### src/rtl/scmd_map.svh
/*
 * Command codes, status bit positions, slave address and timing
 * of the speech command front end.
 * Assumes nothing; definitions only.
 */
`ifndef SCMD_MAP_SVH
`define SCMD_MAP_SVH

`define SCMD_OP_PUP 8'h00
`define SCMD_MSK_PUP 8'hFC
`define SCMD_OP_POWER_DOWN_CMD 8'h20
`define SCMD_OP_FETCH 8'hB0
`define SCMD_OP_ANALOG_SETUP_CMD 8'h04
`define SCMD_OP_ANALOG_VOLUME_CMD 8'h08
`define SCMD_OP_PHRASE_SELECT_CMD 8'h30
`define SCMD_OP_PLAY 8'h40
`define SCMD_MSK_PH 8'hF2
`define SCMD_OP_SILENCE_INSERT_CMD 8'h70
`define SCMD_OP_CHANNEL_VOLUME_CMD 8'hA0
`define SCMD_MSK_CH 8'hFC
`define SCMD_MSK_ALL 8'hFF

`define SCMD_ST_BUSY2 6
`define SCMD_ST_BUSY1 5
`define SCMD_ST_ACC2 2
`define SCMD_ST_ACC1 0

`define SCMD_I2C_ADDR_LO 4'h5
`define SCMD_ANALOG_SETUP_CMD_RST 8'h00
`define SCMD_BANK_RST 2'h0

`define SCMD_CLK_MHZ 100
`define SCMD_PROC_NS 2000
`define SCMD_PROC_CYC ((`SCMD_PROC_NS * `SCMD_CLK_MHZ + 999) / 1000)

`endif

### src/rtl/scmd_pkg.sv
/*
 * Types of the speech command front end.
 * Assumes scmd_map.svh for the numeric constants.
 */
package scmd_pkg;
    typedef enum logic [0:0] {
        PWR_DOWN = 1'b0,
        PWR_WAIT = 1'b1
    } scmd_pwr_type;

    typedef enum logic [1:0] {
        SI_IDLE = 2'b00,
        SI_ADDR = 2'b01,
        SI_WR = 2'b10,
        SI_RD = 2'b11
    } scmd_i2c_type;
endpackage : scmd_pkg

### src/rtl/scmd_i2c_slave.sv
/*
 * Two-wire slave port: address match, write bytes, status read.
 * Assumes an open-drain bus resolved outside; scl and sda are slow
 * against mclk_i, so they are oversampled after two flip-flops.
 */
`timescale 1ns/1ps
`include "scmd_map.svh"

module scmd_i2c_slave (
    input wire logic mclk_i,
    input wire logic rst_i,
    input wire logic scl_i,
    input wire logic sda_i,
    input wire logic [2:0] strap_i,
    input wire logic [7:0] rd_data_i,
    output logic sda_o,
    output logic sda_oe_o,
    output logic byte_v_o,
    output logic [7:0] byte_o,
    output logic first_o
);
    logic [4:0] m1, m2;
    logic scl_q, sda_q, scl, sda;
    logic rise, fall, start, stop;
    scmd_pkg::scmd_i2c_type st, next_st;
    logic ack, next_ack, drv, next_drv, bv, next_bv;
    logic first, next_first;
    logic [3:0] cnt, next_cnt;
    logic [7:0] sh, next_sh;

    assign scl = m2[4];
    assign sda = m2[3];
    assign rise = scl & ~scl_q;
    assign fall = ~scl & scl_q;
    assign start = scl & scl_q & sda_q & ~sda;
    assign stop = scl & scl_q & ~sda_q & sda;

    always_comb
    begin
        next_st = st;
        next_ack = ack;
        next_drv = drv;
        next_bv = 1'b0;
        next_first = first;
        next_cnt = cnt;
        next_sh = sh;
        if (start)
        begin
            next_st = scmd_pkg::SI_ADDR;
            next_cnt = 4'h0;
            next_ack = 1'b0;
            next_drv = 1'b0;
        end
        else if (stop)
        begin
            next_st = scmd_pkg::SI_IDLE;
            next_ack = 1'b0;
            next_drv = 1'b0;
        end
        else if (st != scmd_pkg::SI_IDLE)
        begin
            if (rise)
            begin
                // a not-acknowledge from the master ends the read
                if (ack && st == scmd_pkg::SI_RD && sda)
                    next_st = scmd_pkg::SI_IDLE;
                else if (!ack && st != scmd_pkg::SI_RD)
                begin
                    next_sh = {sh[6:0], sda};
                    next_cnt = cnt + 4'h1;
                end
            end
            else if (fall)
            begin
                if (ack)
                begin
                    next_ack = 1'b0;
                    next_drv = 1'b0;
                    next_cnt = 4'h0;
                    if (st == scmd_pkg::SI_ADDR)
                        next_st = sh[0] ? scmd_pkg::SI_RD
                                        : scmd_pkg::SI_WR;
                    if (st == scmd_pkg::SI_ADDR && !sh[0])
                        next_first = 1'b1;
                    else if (st == scmd_pkg::SI_WR)
                        next_first = 1'b0;
                    if (st == scmd_pkg::SI_RD ||
                        (st == scmd_pkg::SI_ADDR && sh[0]))
                    begin
                        next_sh = rd_data_i;
                        next_drv = ~rd_data_i[7];
                        next_cnt = 4'h1;
                    end
                end
                else if (st == scmd_pkg::SI_RD)
                begin
                    next_drv = ~sh[6];
                    next_sh = {sh[6:0], 1'b0};
                    next_cnt = cnt + 4'h1;
                    if (cnt == 4'h8)
                    begin
                        next_ack = 1'b1;
                        next_drv = 1'b0;
                        next_cnt = cnt;
                        next_sh = sh;
                    end
                end
                else if (cnt == 4'h8)
                begin
                    if (st == scmd_pkg::SI_WR)
                    begin
                        next_ack = 1'b1;
                        next_drv = 1'b1;
                        next_bv = 1'b1;
                    end
                    else if (sh[7:1] == {m2[2:0], `SCMD_I2C_ADDR_LO})
                    begin
                        next_ack = 1'b1;
                        next_drv = 1'b1;
                    end
                    else
                        next_st = scmd_pkg::SI_IDLE;
                end
            end
        end
    end

    always_ff @(posedge mclk_i or posedge rst_i)
    begin
        if (rst_i)
        begin
            m1 <= 5'h1F;
            m2 <= 5'h1F;
            scl_q <= 1'b1;
            sda_q <= 1'b1;
            st <= scmd_pkg::SI_IDLE;
            ack <= 1'b0;
            drv <= 1'b0;
            bv <= 1'b0;
            first <= 1'b0;
            cnt <= 4'h0;
            sh <= 8'h00;
        end
        else
        begin
            m1 <= {scl_i, sda_i, strap_i};
            m2 <= m1;
            scl_q <= scl;
            sda_q <= sda;
            st <= next_st;
            ack <= next_ack;
            drv <= next_drv;
            bv <= next_bv;
            first <= next_first;
            cnt <= next_cnt;
            sh <= next_sh;
        end
    end

    assign sda_o = 1'b0;
    assign sda_oe_o = drv;
    assign byte_v_o = bv;
    assign byte_o = sh;
    assign first_o = first;
endmodule : scmd_i2c_slave

### src/rtl/scmd_top.sv
/*
 * Command front end: three-wire serial port, two-wire slave port,
 * command decoder, power state and per-channel status flags.
 * Assumes the playback engine on mclk_i reports playing and standby
 * per channel; pins from the host are asynchronous.
 */
`timescale 1ns/1ps
`include "scmd_map.svh"

// Behaviour
// - chip select low enables serial port
// - serial bits shifted in MSB first
// - command runs on eighth sampling edge
// - polarity low: sample rising, drive falling
// - polarity high: sample falling, drive rising
// - status byte shifted out on serial_out
// - select high clears clock pulse count
// - status bits 6,5,2,0 carry channel flags
// - busy low while processing or playing
// - accept low while processing or standby
// - two-wire port is fast-mode slave only
// - address is straps then 0101
// - eighth address bit selects direction
// - whole bytes, each acknowledged
// - two-wire status refreshed by fetch only
// - commands are bytes; six take two
// - power-up leaves power-down, sets banks
// - power-down command enters power-down
// - analog setup second byte holds fields
// - play starts phrase on selected channel
module scmd_top #(
    parameter int PROC_CYC = `SCMD_PROC_CYC
) (
    input wire logic mclk_i,
    input wire logic rst_i,
    input wire logic chip_select_n_i,
    input wire logic serial_shift_clock_i,
    input wire logic serial_in_i,
    input wire logic edge_polarity_select_i,
    output logic serial_out_o,
    output logic serial_out_oe_o,
    input wire logic scl_i,
    input wire logic sda_i,
    output logic sda_o,
    output logic sda_oe_o,
    input wire logic addr_strap_0_i,
    input wire logic addr_strap_1_i,
    input wire logic addr_strap_2_i,
    input wire logic [1:0] ch_playing_i,
    input wire logic [1:0] ch_standby_i,
    output logic ch1_busy_n_o,
    output logic ch2_busy_n_o,
    output logic ch1_accept_n_o,
    output logic ch2_accept_n_o,
    output logic powered_o,
    output logic [1:0] bank_count_sel_o,
    output logic [7:0] analog_setup_o,
    output logic play_start_o,
    output logic channel_sel_o,
    output logic [9:0] phrase_number_o
);
    // ****************************************
    // serial port
    // ****************************************
    logic [3:0] sy1, sy2;
    logic cs_n, sck, sin, pol, sck_q, cs_q;
    logic samp, shft, cs_fall, ser_v;
    logic [2:0] cnt, next_cnt;
    logic [6:0] ish, next_ish;
    logic [7:0] osh, next_osh, ser_byte, stat;

    assign {cs_n, sck, sin, pol} = sy2;
    assign cs_fall = cs_q & ~cs_n;
    assign samp = ~cs_n & (pol ? (~sck & sck_q)
                               : (sck & ~sck_q));
    assign shft = ~cs_n & (pol ? (sck & ~sck_q)
                               : (~sck & sck_q));
    assign ser_v = samp & (cnt == 3'h7);
    assign ser_byte = {ish, sin};

    always_comb
    begin
        next_cnt = cnt;
        next_ish = ish;
        next_osh = osh;
        if (cs_n)
            next_cnt = 3'h0;
        else if (samp)
        begin
            next_cnt = cnt + 3'h1;
            next_ish = {ish[5:0], sin};
        end
        // status only reloads on select fall; a held select repeats 0s
        if (cs_fall)
            next_osh = stat;
        else if (shft)
            next_osh = {osh[6:0], 1'b0};
    end

    always_ff @(posedge mclk_i or posedge rst_i)
    begin
        if (rst_i)
        begin
            sy1 <= 4'hD;
            sy2 <= 4'hD;
            sck_q <= 1'b1;
            cs_q <= 1'b1;
            cnt <= 3'h0;
            ish <= 7'h00;
            osh <= 8'h00;
        end
        else
        begin
            sy1 <= {chip_select_n_i, serial_shift_clock_i,
                    serial_in_i, edge_polarity_select_i};
            sy2 <= sy1;
            sck_q <= sck;
            cs_q <= cs_n;
            cnt <= next_cnt;
            ish <= next_ish;
            osh <= next_osh;
        end
    end

    assign serial_out_o = osh[7];
    assign serial_out_oe_o = ~cs_n;

    // ****************************************
    // two-wire port
    // ****************************************
    logic i2c_v, i2c_first;
    logic [7:0] i2c_byte, i2c_stat, next_i2c_stat;

    scmd_i2c_slave u_i2c (
        .mclk_i(mclk_i),
        .rst_i(rst_i),
        .scl_i(scl_i),
        .sda_i(sda_i),
        .strap_i({addr_strap_2_i, addr_strap_1_i, addr_strap_0_i}),
        .rd_data_i(i2c_stat),
        .sda_o(sda_o),
        .sda_oe_o(sda_oe_o),
        .byte_v_o(i2c_v),
        .byte_o(i2c_byte),
        .first_o(i2c_first)
    );

    // ****************************************
    // command decoder
    // ****************************************
    function automatic logic op_is(input logic [7:0] b,
                                   input logic [7:0] op,
                                   input logic [7:0] msk);
        op_is = (b & msk) == op;
    endfunction : op_is

    function automatic logic two_byte(input logic [7:0] b);
        two_byte = op_is(b, `SCMD_OP_ANALOG_SETUP_CMD, `SCMD_MSK_ALL) |
                   op_is(b, `SCMD_OP_ANALOG_VOLUME_CMD, `SCMD_MSK_ALL) |
                   op_is(b, `SCMD_OP_PHRASE_SELECT_CMD, `SCMD_MSK_PH) |
                   op_is(b, `SCMD_OP_PLAY, `SCMD_MSK_PH) |
                   op_is(b, `SCMD_OP_SILENCE_INSERT_CMD, `SCMD_MSK_CH) |
                   op_is(b, `SCMD_OP_CHANNEL_VOLUME_CMD, `SCMD_MSK_CH);
    endfunction : two_byte

    localparam logic [11:0] PROC_LD = 12'(PROC_CYC);
    scmd_pkg::scmd_pwr_type pwr, next_pwr;
    logic byte_v, new_cmd, pend, next_pend, busy;
    logic play, next_play, ch, next_ch;
    logic [7:0] cmd, first_b, next_first_b, analog_setup_cmd, next_analog_setup_cmd;
    logic [1:0] bank, next_bank, busy_n, acc_n, next_busy_n, next_acc_n;
    logic [9:0] phr, next_phr;
    logic [11:0] proc_cnt, next_proc;

    // serial wins when both ports finish a byte in one cycle
    assign byte_v = ser_v | i2c_v;
    assign cmd = ser_v ? ser_byte : i2c_byte;
    assign new_cmd = ~pend | (~ser_v & i2c_first);
    assign busy = proc_cnt != 12'h000;

    always_comb
    begin
        next_pwr = pwr;
        next_pend = pend;
        next_first_b = first_b;
        next_analog_setup_cmd = analog_setup_cmd;
        next_bank = bank;
        next_play = 1'b0;
        next_ch = ch;
        next_phr = phr;
        next_i2c_stat = i2c_stat;
        next_proc = busy ? proc_cnt - 12'h001 : 12'h000;
        if (byte_v)
        begin
            next_proc = PROC_LD;
            next_pend = 1'b0;
            if (!new_cmd)
            begin
                if (op_is(first_b, `SCMD_OP_ANALOG_SETUP_CMD, `SCMD_MSK_ALL))
                    next_analog_setup_cmd = cmd;
                if (op_is(first_b, `SCMD_OP_PLAY, `SCMD_MSK_PH) &&
                    pwr == scmd_pkg::PWR_WAIT)
                begin
                    next_play = 1'b1;
                    next_ch = first_b[0];
                    next_phr = {first_b[3:2], cmd};
                end
            end
            else if (two_byte(cmd))
            begin
                next_pend = 1'b1;
                next_first_b = cmd;
            end
            else if (op_is(cmd, `SCMD_OP_PUP, `SCMD_MSK_PUP) &&
                     pwr == scmd_pkg::PWR_DOWN)
            begin
                next_pwr = scmd_pkg::PWR_WAIT;
                next_bank = cmd[1:0];
            end
            else if (op_is(cmd, `SCMD_OP_POWER_DOWN_CMD, `SCMD_MSK_ALL) &&
                     pwr == scmd_pkg::PWR_WAIT)
                next_pwr = scmd_pkg::PWR_DOWN;
            else if (op_is(cmd, `SCMD_OP_FETCH, `SCMD_MSK_ALL) &&
                     !ser_v)
                next_i2c_stat = stat;
        end
        next_busy_n = ~({2{busy}} | ch_playing_i);
        next_acc_n = ~({2{busy}} | ch_standby_i);
    end

    always_ff @(posedge mclk_i or posedge rst_i)
    begin
        if (rst_i)
        begin
            pwr <= scmd_pkg::PWR_DOWN;
            pend <= 1'b0;
            first_b <= 8'h00;
            analog_setup_cmd <= `SCMD_ANALOG_SETUP_CMD_RST;
            bank <= `SCMD_BANK_RST;
            play <= 1'b0;
            ch <= 1'b0;
            phr <= 10'h000;
            i2c_stat <= 8'h00;
            proc_cnt <= 12'h000;
            busy_n <= 2'h3;
            acc_n <= 2'h3;
        end
        else
        begin
            pwr <= next_pwr;
            pend <= next_pend;
            first_b <= next_first_b;
            analog_setup_cmd <= next_analog_setup_cmd;
            bank <= next_bank;
            play <= next_play;
            ch <= next_ch;
            phr <= next_phr;
            i2c_stat <= next_i2c_stat;
            proc_cnt <= next_proc;
            busy_n <= next_busy_n;
            acc_n <= next_acc_n;
        end
    end

    always_comb
    begin
        stat = 8'h00;
        stat[`SCMD_ST_BUSY2] = busy_n[1];
        stat[`SCMD_ST_BUSY1] = busy_n[0];
        stat[`SCMD_ST_ACC2] = acc_n[1];
        stat[`SCMD_ST_ACC1] = acc_n[0];
    end

    assign ch1_busy_n_o = busy_n[0];
    assign ch2_busy_n_o = busy_n[1];
    assign ch1_accept_n_o = acc_n[0];
    assign ch2_accept_n_o = acc_n[1];
    assign powered_o = pwr == scmd_pkg::PWR_WAIT;
    assign bank_count_sel_o = bank;
    assign analog_setup_o = analog_setup_cmd;
    assign play_start_o = play;
    assign channel_sel_o = ch;
    assign phrase_number_o = phr;
endmodule : scmd_top

### config.mk
export PLATFORM = sky130hd
export DESIGN_NAME = scmd_top
export DESIGN_NICKNAME = d
export VERILOG_FILES = /design/src/rtl/scmd_pkg.sv /design/src/rtl/scmd_i2c_slave.sv /design/src/rtl/scmd_top.sv
export VERILOG_INCLUDE_DIRS = /design/src /design/src/rtl
export SDC_FILE = /design/constraint.sdc
export NUM_CORES = 1
export LEC_CHECK = 0
export BUFFER_PORTS_ARGS = -buffer_cell sky130_fd_sc_hd__buf_2
export CAP_MARGIN = 20
export CORE_UTILIZATION = 56
export DETAILED_ROUTE_END_ITERATION = 8
export PLACE_DENSITY = 0.76
export SLEW_MARGIN = 25
export SYNTH_ARGS = -nofsm -noshare
export SYNTH_HDL_FRONTEND = slang
export SYNTH_SLANG_ARGS = --single-unit
### constraint.sdc
create_clock -name mclk_i -period 5.2 [get_ports mclk_i]
set_clock_uncertainty 0.05 [all_clocks]
set_input_delay 0.52 -clock mclk_i [delete_from_list [all_inputs] [get_ports mclk_i]]
set_output_delay 0.52 -clock mclk_i [all_outputs]
set_load 0.01 [all_outputs]
==> impl_results.md <==
- Sum Neg Setup Slack: 0 ps
- Number of port buffers: 44
- Die ar.: 9442 sq um
- Post-Synthesis Net Count: 484
- Period utilization: 0.6076
- Vias per std cell: 5.817
- HPWL after detailed placement: 6.790 mm
- Net count, final: 523
- Share of the synthesized netlist area taken by xor and xnor gates: 0.02590
- Avg Synthesized Cell Area: around 11 sq um
- Area occupied by multi-input gates: 2126 sq um
- Sequential cell area: 2783 sq um
- Launching element of the worst setup path: sy2[2]
- Total clock sinks: 110
- Dominant combinational cell family by area after synthesis: simple AND/OR/NAND/NOR gates
- CTS Root Buffer Type: sky130_fd_sc_hd__clkbuf_8
- Standard cell area after detailed placement: ~5400 sq um
- Global route overflow: 0
- Fin util: 0.6321
- Highest fanout seen on the critical path: 23
- Transition time at the pin with the least slew margin: 924.1 ps
- Number of top-level pins: 46
- Clk buf depth: 2
- Total number of vias: 3566
- Data required time at the worst endpoint: 5420 ps
- Final number of max-transition violations: 0
- Unrepaired setup endpoints after global routing: false
- Leading cell type in the layout, fill and taps excluded: sky130_fd_sc_hd__dfrtp_1
- Largest vdd supply drop: 0.2629 mV
- Headroom to the max-slew limit: 0.3838
- Post-route cell area: 5539 sq um
- Primary FF master, synth: sky130_fd_sc_hd__dfrtp_1
- Core region area: 8763 sq um
- Number of global-route vias before repair: 3485
- Drt wl/cell: 15.56 microns
- Synthesized netlist cell count: between 400 and 500
- Post-layout min period: 3160 ps
- Maximum number of pins on one net before global-route repair: 64
- Cts repair resizes: 0
- Total number of placement rows: 34
- Area added between synthesis and finish: 9.201%
- Count of unique library cells instantiated by Yosys: 63
- Share of synthesized area occupied by flip-flops and latches: 0.5486
- Commonest cells after routing, fill and taps aside: 86 x sky130_fd_sc_hd__dfrtp_1, 45 x sky130_fd_sc_hd__nor2_1, 44 x sky130_fd_sc_hd__buf_2
- Wire length of the first global-routing pass: 16.58 mm
- Tightest Hold Check Type: input port to asynchronous set/reset pin
- Aggregate global-route resource usage: 0.2189
- Critical Path AT: 3380 ps
- Setup Buffers After CTS: 0
- Worst reg2reg startpoint: sy2[2]
- Count of final hold-check violations: 0
- Async set-or-reset flop fraction in the synthesized netlist: 1.000
- Die extent in x: ~97 microns
- Highest metal layer with signal wires: met4
- Yosys warning total: 0
- Starting DRC count in detailed routing: 172
- Initial cell density of the core: 0.5788
- # hold bufs at CTS: 0
- Adder-cell share of the synthesized area: 0.01973
- Routed wire length: 9.537 mm
- Layout cells sized above 1: 0.2673
- DRC viols: 0
- Total inserted antenna cells: 0
- TritonCTS buffer count: 9
- Sum of met3 wire segment lengths after detailed routing: 354 microns
- Simple-gate portion of the synthesized area: 0.1608
- Sum of routed wire segments on met1: 4.317 mm
- Synthesized-area fraction occupied by ao, oa, aoi and oai cells: 0.1051
- #FFs+latches synth: 110
- Number of iterations in the first detailed-routing pass: 4
- Clk pin slew, worst setup/hold paths: 100 ps
- Worst Setup Path Type: flop to flop
- Synth Cell Area: 5072 sq um
- Post-layout worst setup margin: 2040 ps
- H-tree depth: 3
- # Max-Cap Violations: 0
- Height of the die: around 97 microns
- Max Freq: ~0.32 GHz
- Startpoint types: flop
- Power density normalized to cell area: about 360 nW/um^2
- Count of fill cells added during filler insertion: 722
- CTS tree: yes
- Number of enable flip-flop cells after synthesis: 0
- Result of the run: finished, final reports clean
- Setup slack at placement: 2072 ps
- Count of endpoints failing setup in the final report: 0
- Standby leakage power: 2.586 nW
- Source-to-sink clock delay at the later pin of the worst-skew pair: 390 ps
- Post-detailed-route count of antenna-violating nets: 0
- Setup crit end kind: flop
- Mux cell area share after synthesis: 0.1051
- Placer congestion estimate: 0.8297
- Initial antenna violation count: 0
- Met2 wire length: 4.730 mm
==> stage by stage <==
step / power, mW / instances / hold slack [ps]
finish: 2.012 / 613 / 153.9
global route: 2.141 / 613 / 146.0
CTS: 2.030 / 613 / 154.0
detailed placement: 1.543 / 597 / 285.6
global placement: 1.518 / 597 / 287.1
floorplan: 1.426 / 461 / 281.2
==> worst paths after layout <==
check                                        to  slack [ps]  cells after the start
worst max-delay path                 first_b[1]        2040                      7
worst min-delay path                     ish[2]         150                      2
worst max register to register       first_b[1]        2040                      7
worst min register to register           sy2[1]         310                      0
max in group asynchronous       u_i2c.byte_o[7]        3810                      3
min in group mclk_i                 u_i2c.m1[3]         170                      1
==> worst max-delay path, stage by stage, from the launching register on <==
cell	delay, ps
sky130_fd_sc_hd__dfstp_2	630
sky130_fd_sc_hd__and3b_1	220
sky130_fd_sc_hd__o21ai_2	740
sky130_fd_sc_hd__mux2_2	470
sky130_fd_sc_hd__a211oi_1	280
sky130_fd_sc_hd__o21ai_2	150
sky130_fd_sc_hd__o21ai_4	170
sky130_fd_sc_hd__mux2_4	340
==> layout make-up <==
class | count | area share
repair buffers | 45 | 0.04111
well taps | 108 | 0.02440
multi-input cells | 312 | 0.3838
inverters | 22 | 0.01536
clock buffers | 10 | 0.02304
flip-flops and latches | 110 | 0.5024
clock inverters | 6 | 0.009939
==> synth_stat cells, types with 3 or more instances <==
master                      n  area [sq um]
sky130_fd_sc_hd__nor2b_1    7         43.79
sky130_fd_sc_hd__nor3b_1    4         30.03
sky130_fd_sc_hd__nor2_1    45         168.9
sky130_fd_sc_hd__clkbuf_1   9         33.78
sky130_fd_sc_hd__mux2_2    34         382.9
sky130_fd_sc_hd__and3_1     3         18.77
sky130_fd_sc_hd__mux2_4     6         90.09
sky130_fd_sc_hd__mux2i_1    6         60.06
sky130_fd_sc_hd__nor4_1     4         25.02
sky130_fd_sc_hd__ha_1       8         100.1
sky130_fd_sc_hd__nand3_1   12         60.06
sky130_fd_sc_hd__nand2_1   38         142.6
sky130_fd_sc_hd__nand2b_1   3         18.77
sky130_fd_sc_hd__nand3b_1   6         45.04
sky130_fd_sc_hd__buf_2      3         15.01
sky130_fd_sc_hd__buf_4      4         30.03
sky130_fd_sc_hd__dfstp_2   24         630.6
sky130_fd_sc_hd__a22oi_1    3         22.52
sky130_fd_sc_hd__or4_1      4         30.03
sky130_fd_sc_hd__a31oi_1    8         50.05
sky130_fd_sc_hd__xor2_1     7         61.31
sky130_fd_sc_hd__inv_1     22         82.58
sky130_fd_sc_hd__nor3_1    16         80.08
sky130_fd_sc_hd__o21ai_0   31         155.2
sky130_fd_sc_hd__a21oi_1   14         70.07
sky130_fd_sc_hd__xnor2_1    8         70.07
sky130_fd_sc_hd__dfrtp_1   86          2152
==> report_power, final <==
group	internal (mW)	total (mW)	switching, mW
clock network	0.183	0.482	0.299
registers	0.980	1.12	0.144
logic	0.187	0.406	0.219
==> routing by layer <==
metal / vias to the layer above / track usage
met5: - / 0
met4: 0 / 0.07692
met3: 13 / 0.04173
met2: 85 / 0.3592
met1: 1778 / 0.2919
li1: 1690 / -
==> flip-flops by register name, summed over array words and instances (netlist names), 7 cells and up <==
signal / flops
osh: 8
u_i2c.byte_o: 8
analog_setup_o: 8
ish: 7
first_b: 8
phrase_number_o: 10
proc_cnt: 12
==> kinds of logic after synthesis <==
logic type | after synthesis
AND/OR/NAND/NOR | 160
flip-flops | 110
AO/OA/AOI/OAI | 82
multiplexers | 46
buffers and inverters | 39
XOR/XNOR | 15
adder cells (fa/ha/maj) | 8
other | 1
(Power assumes the default switching activity.)
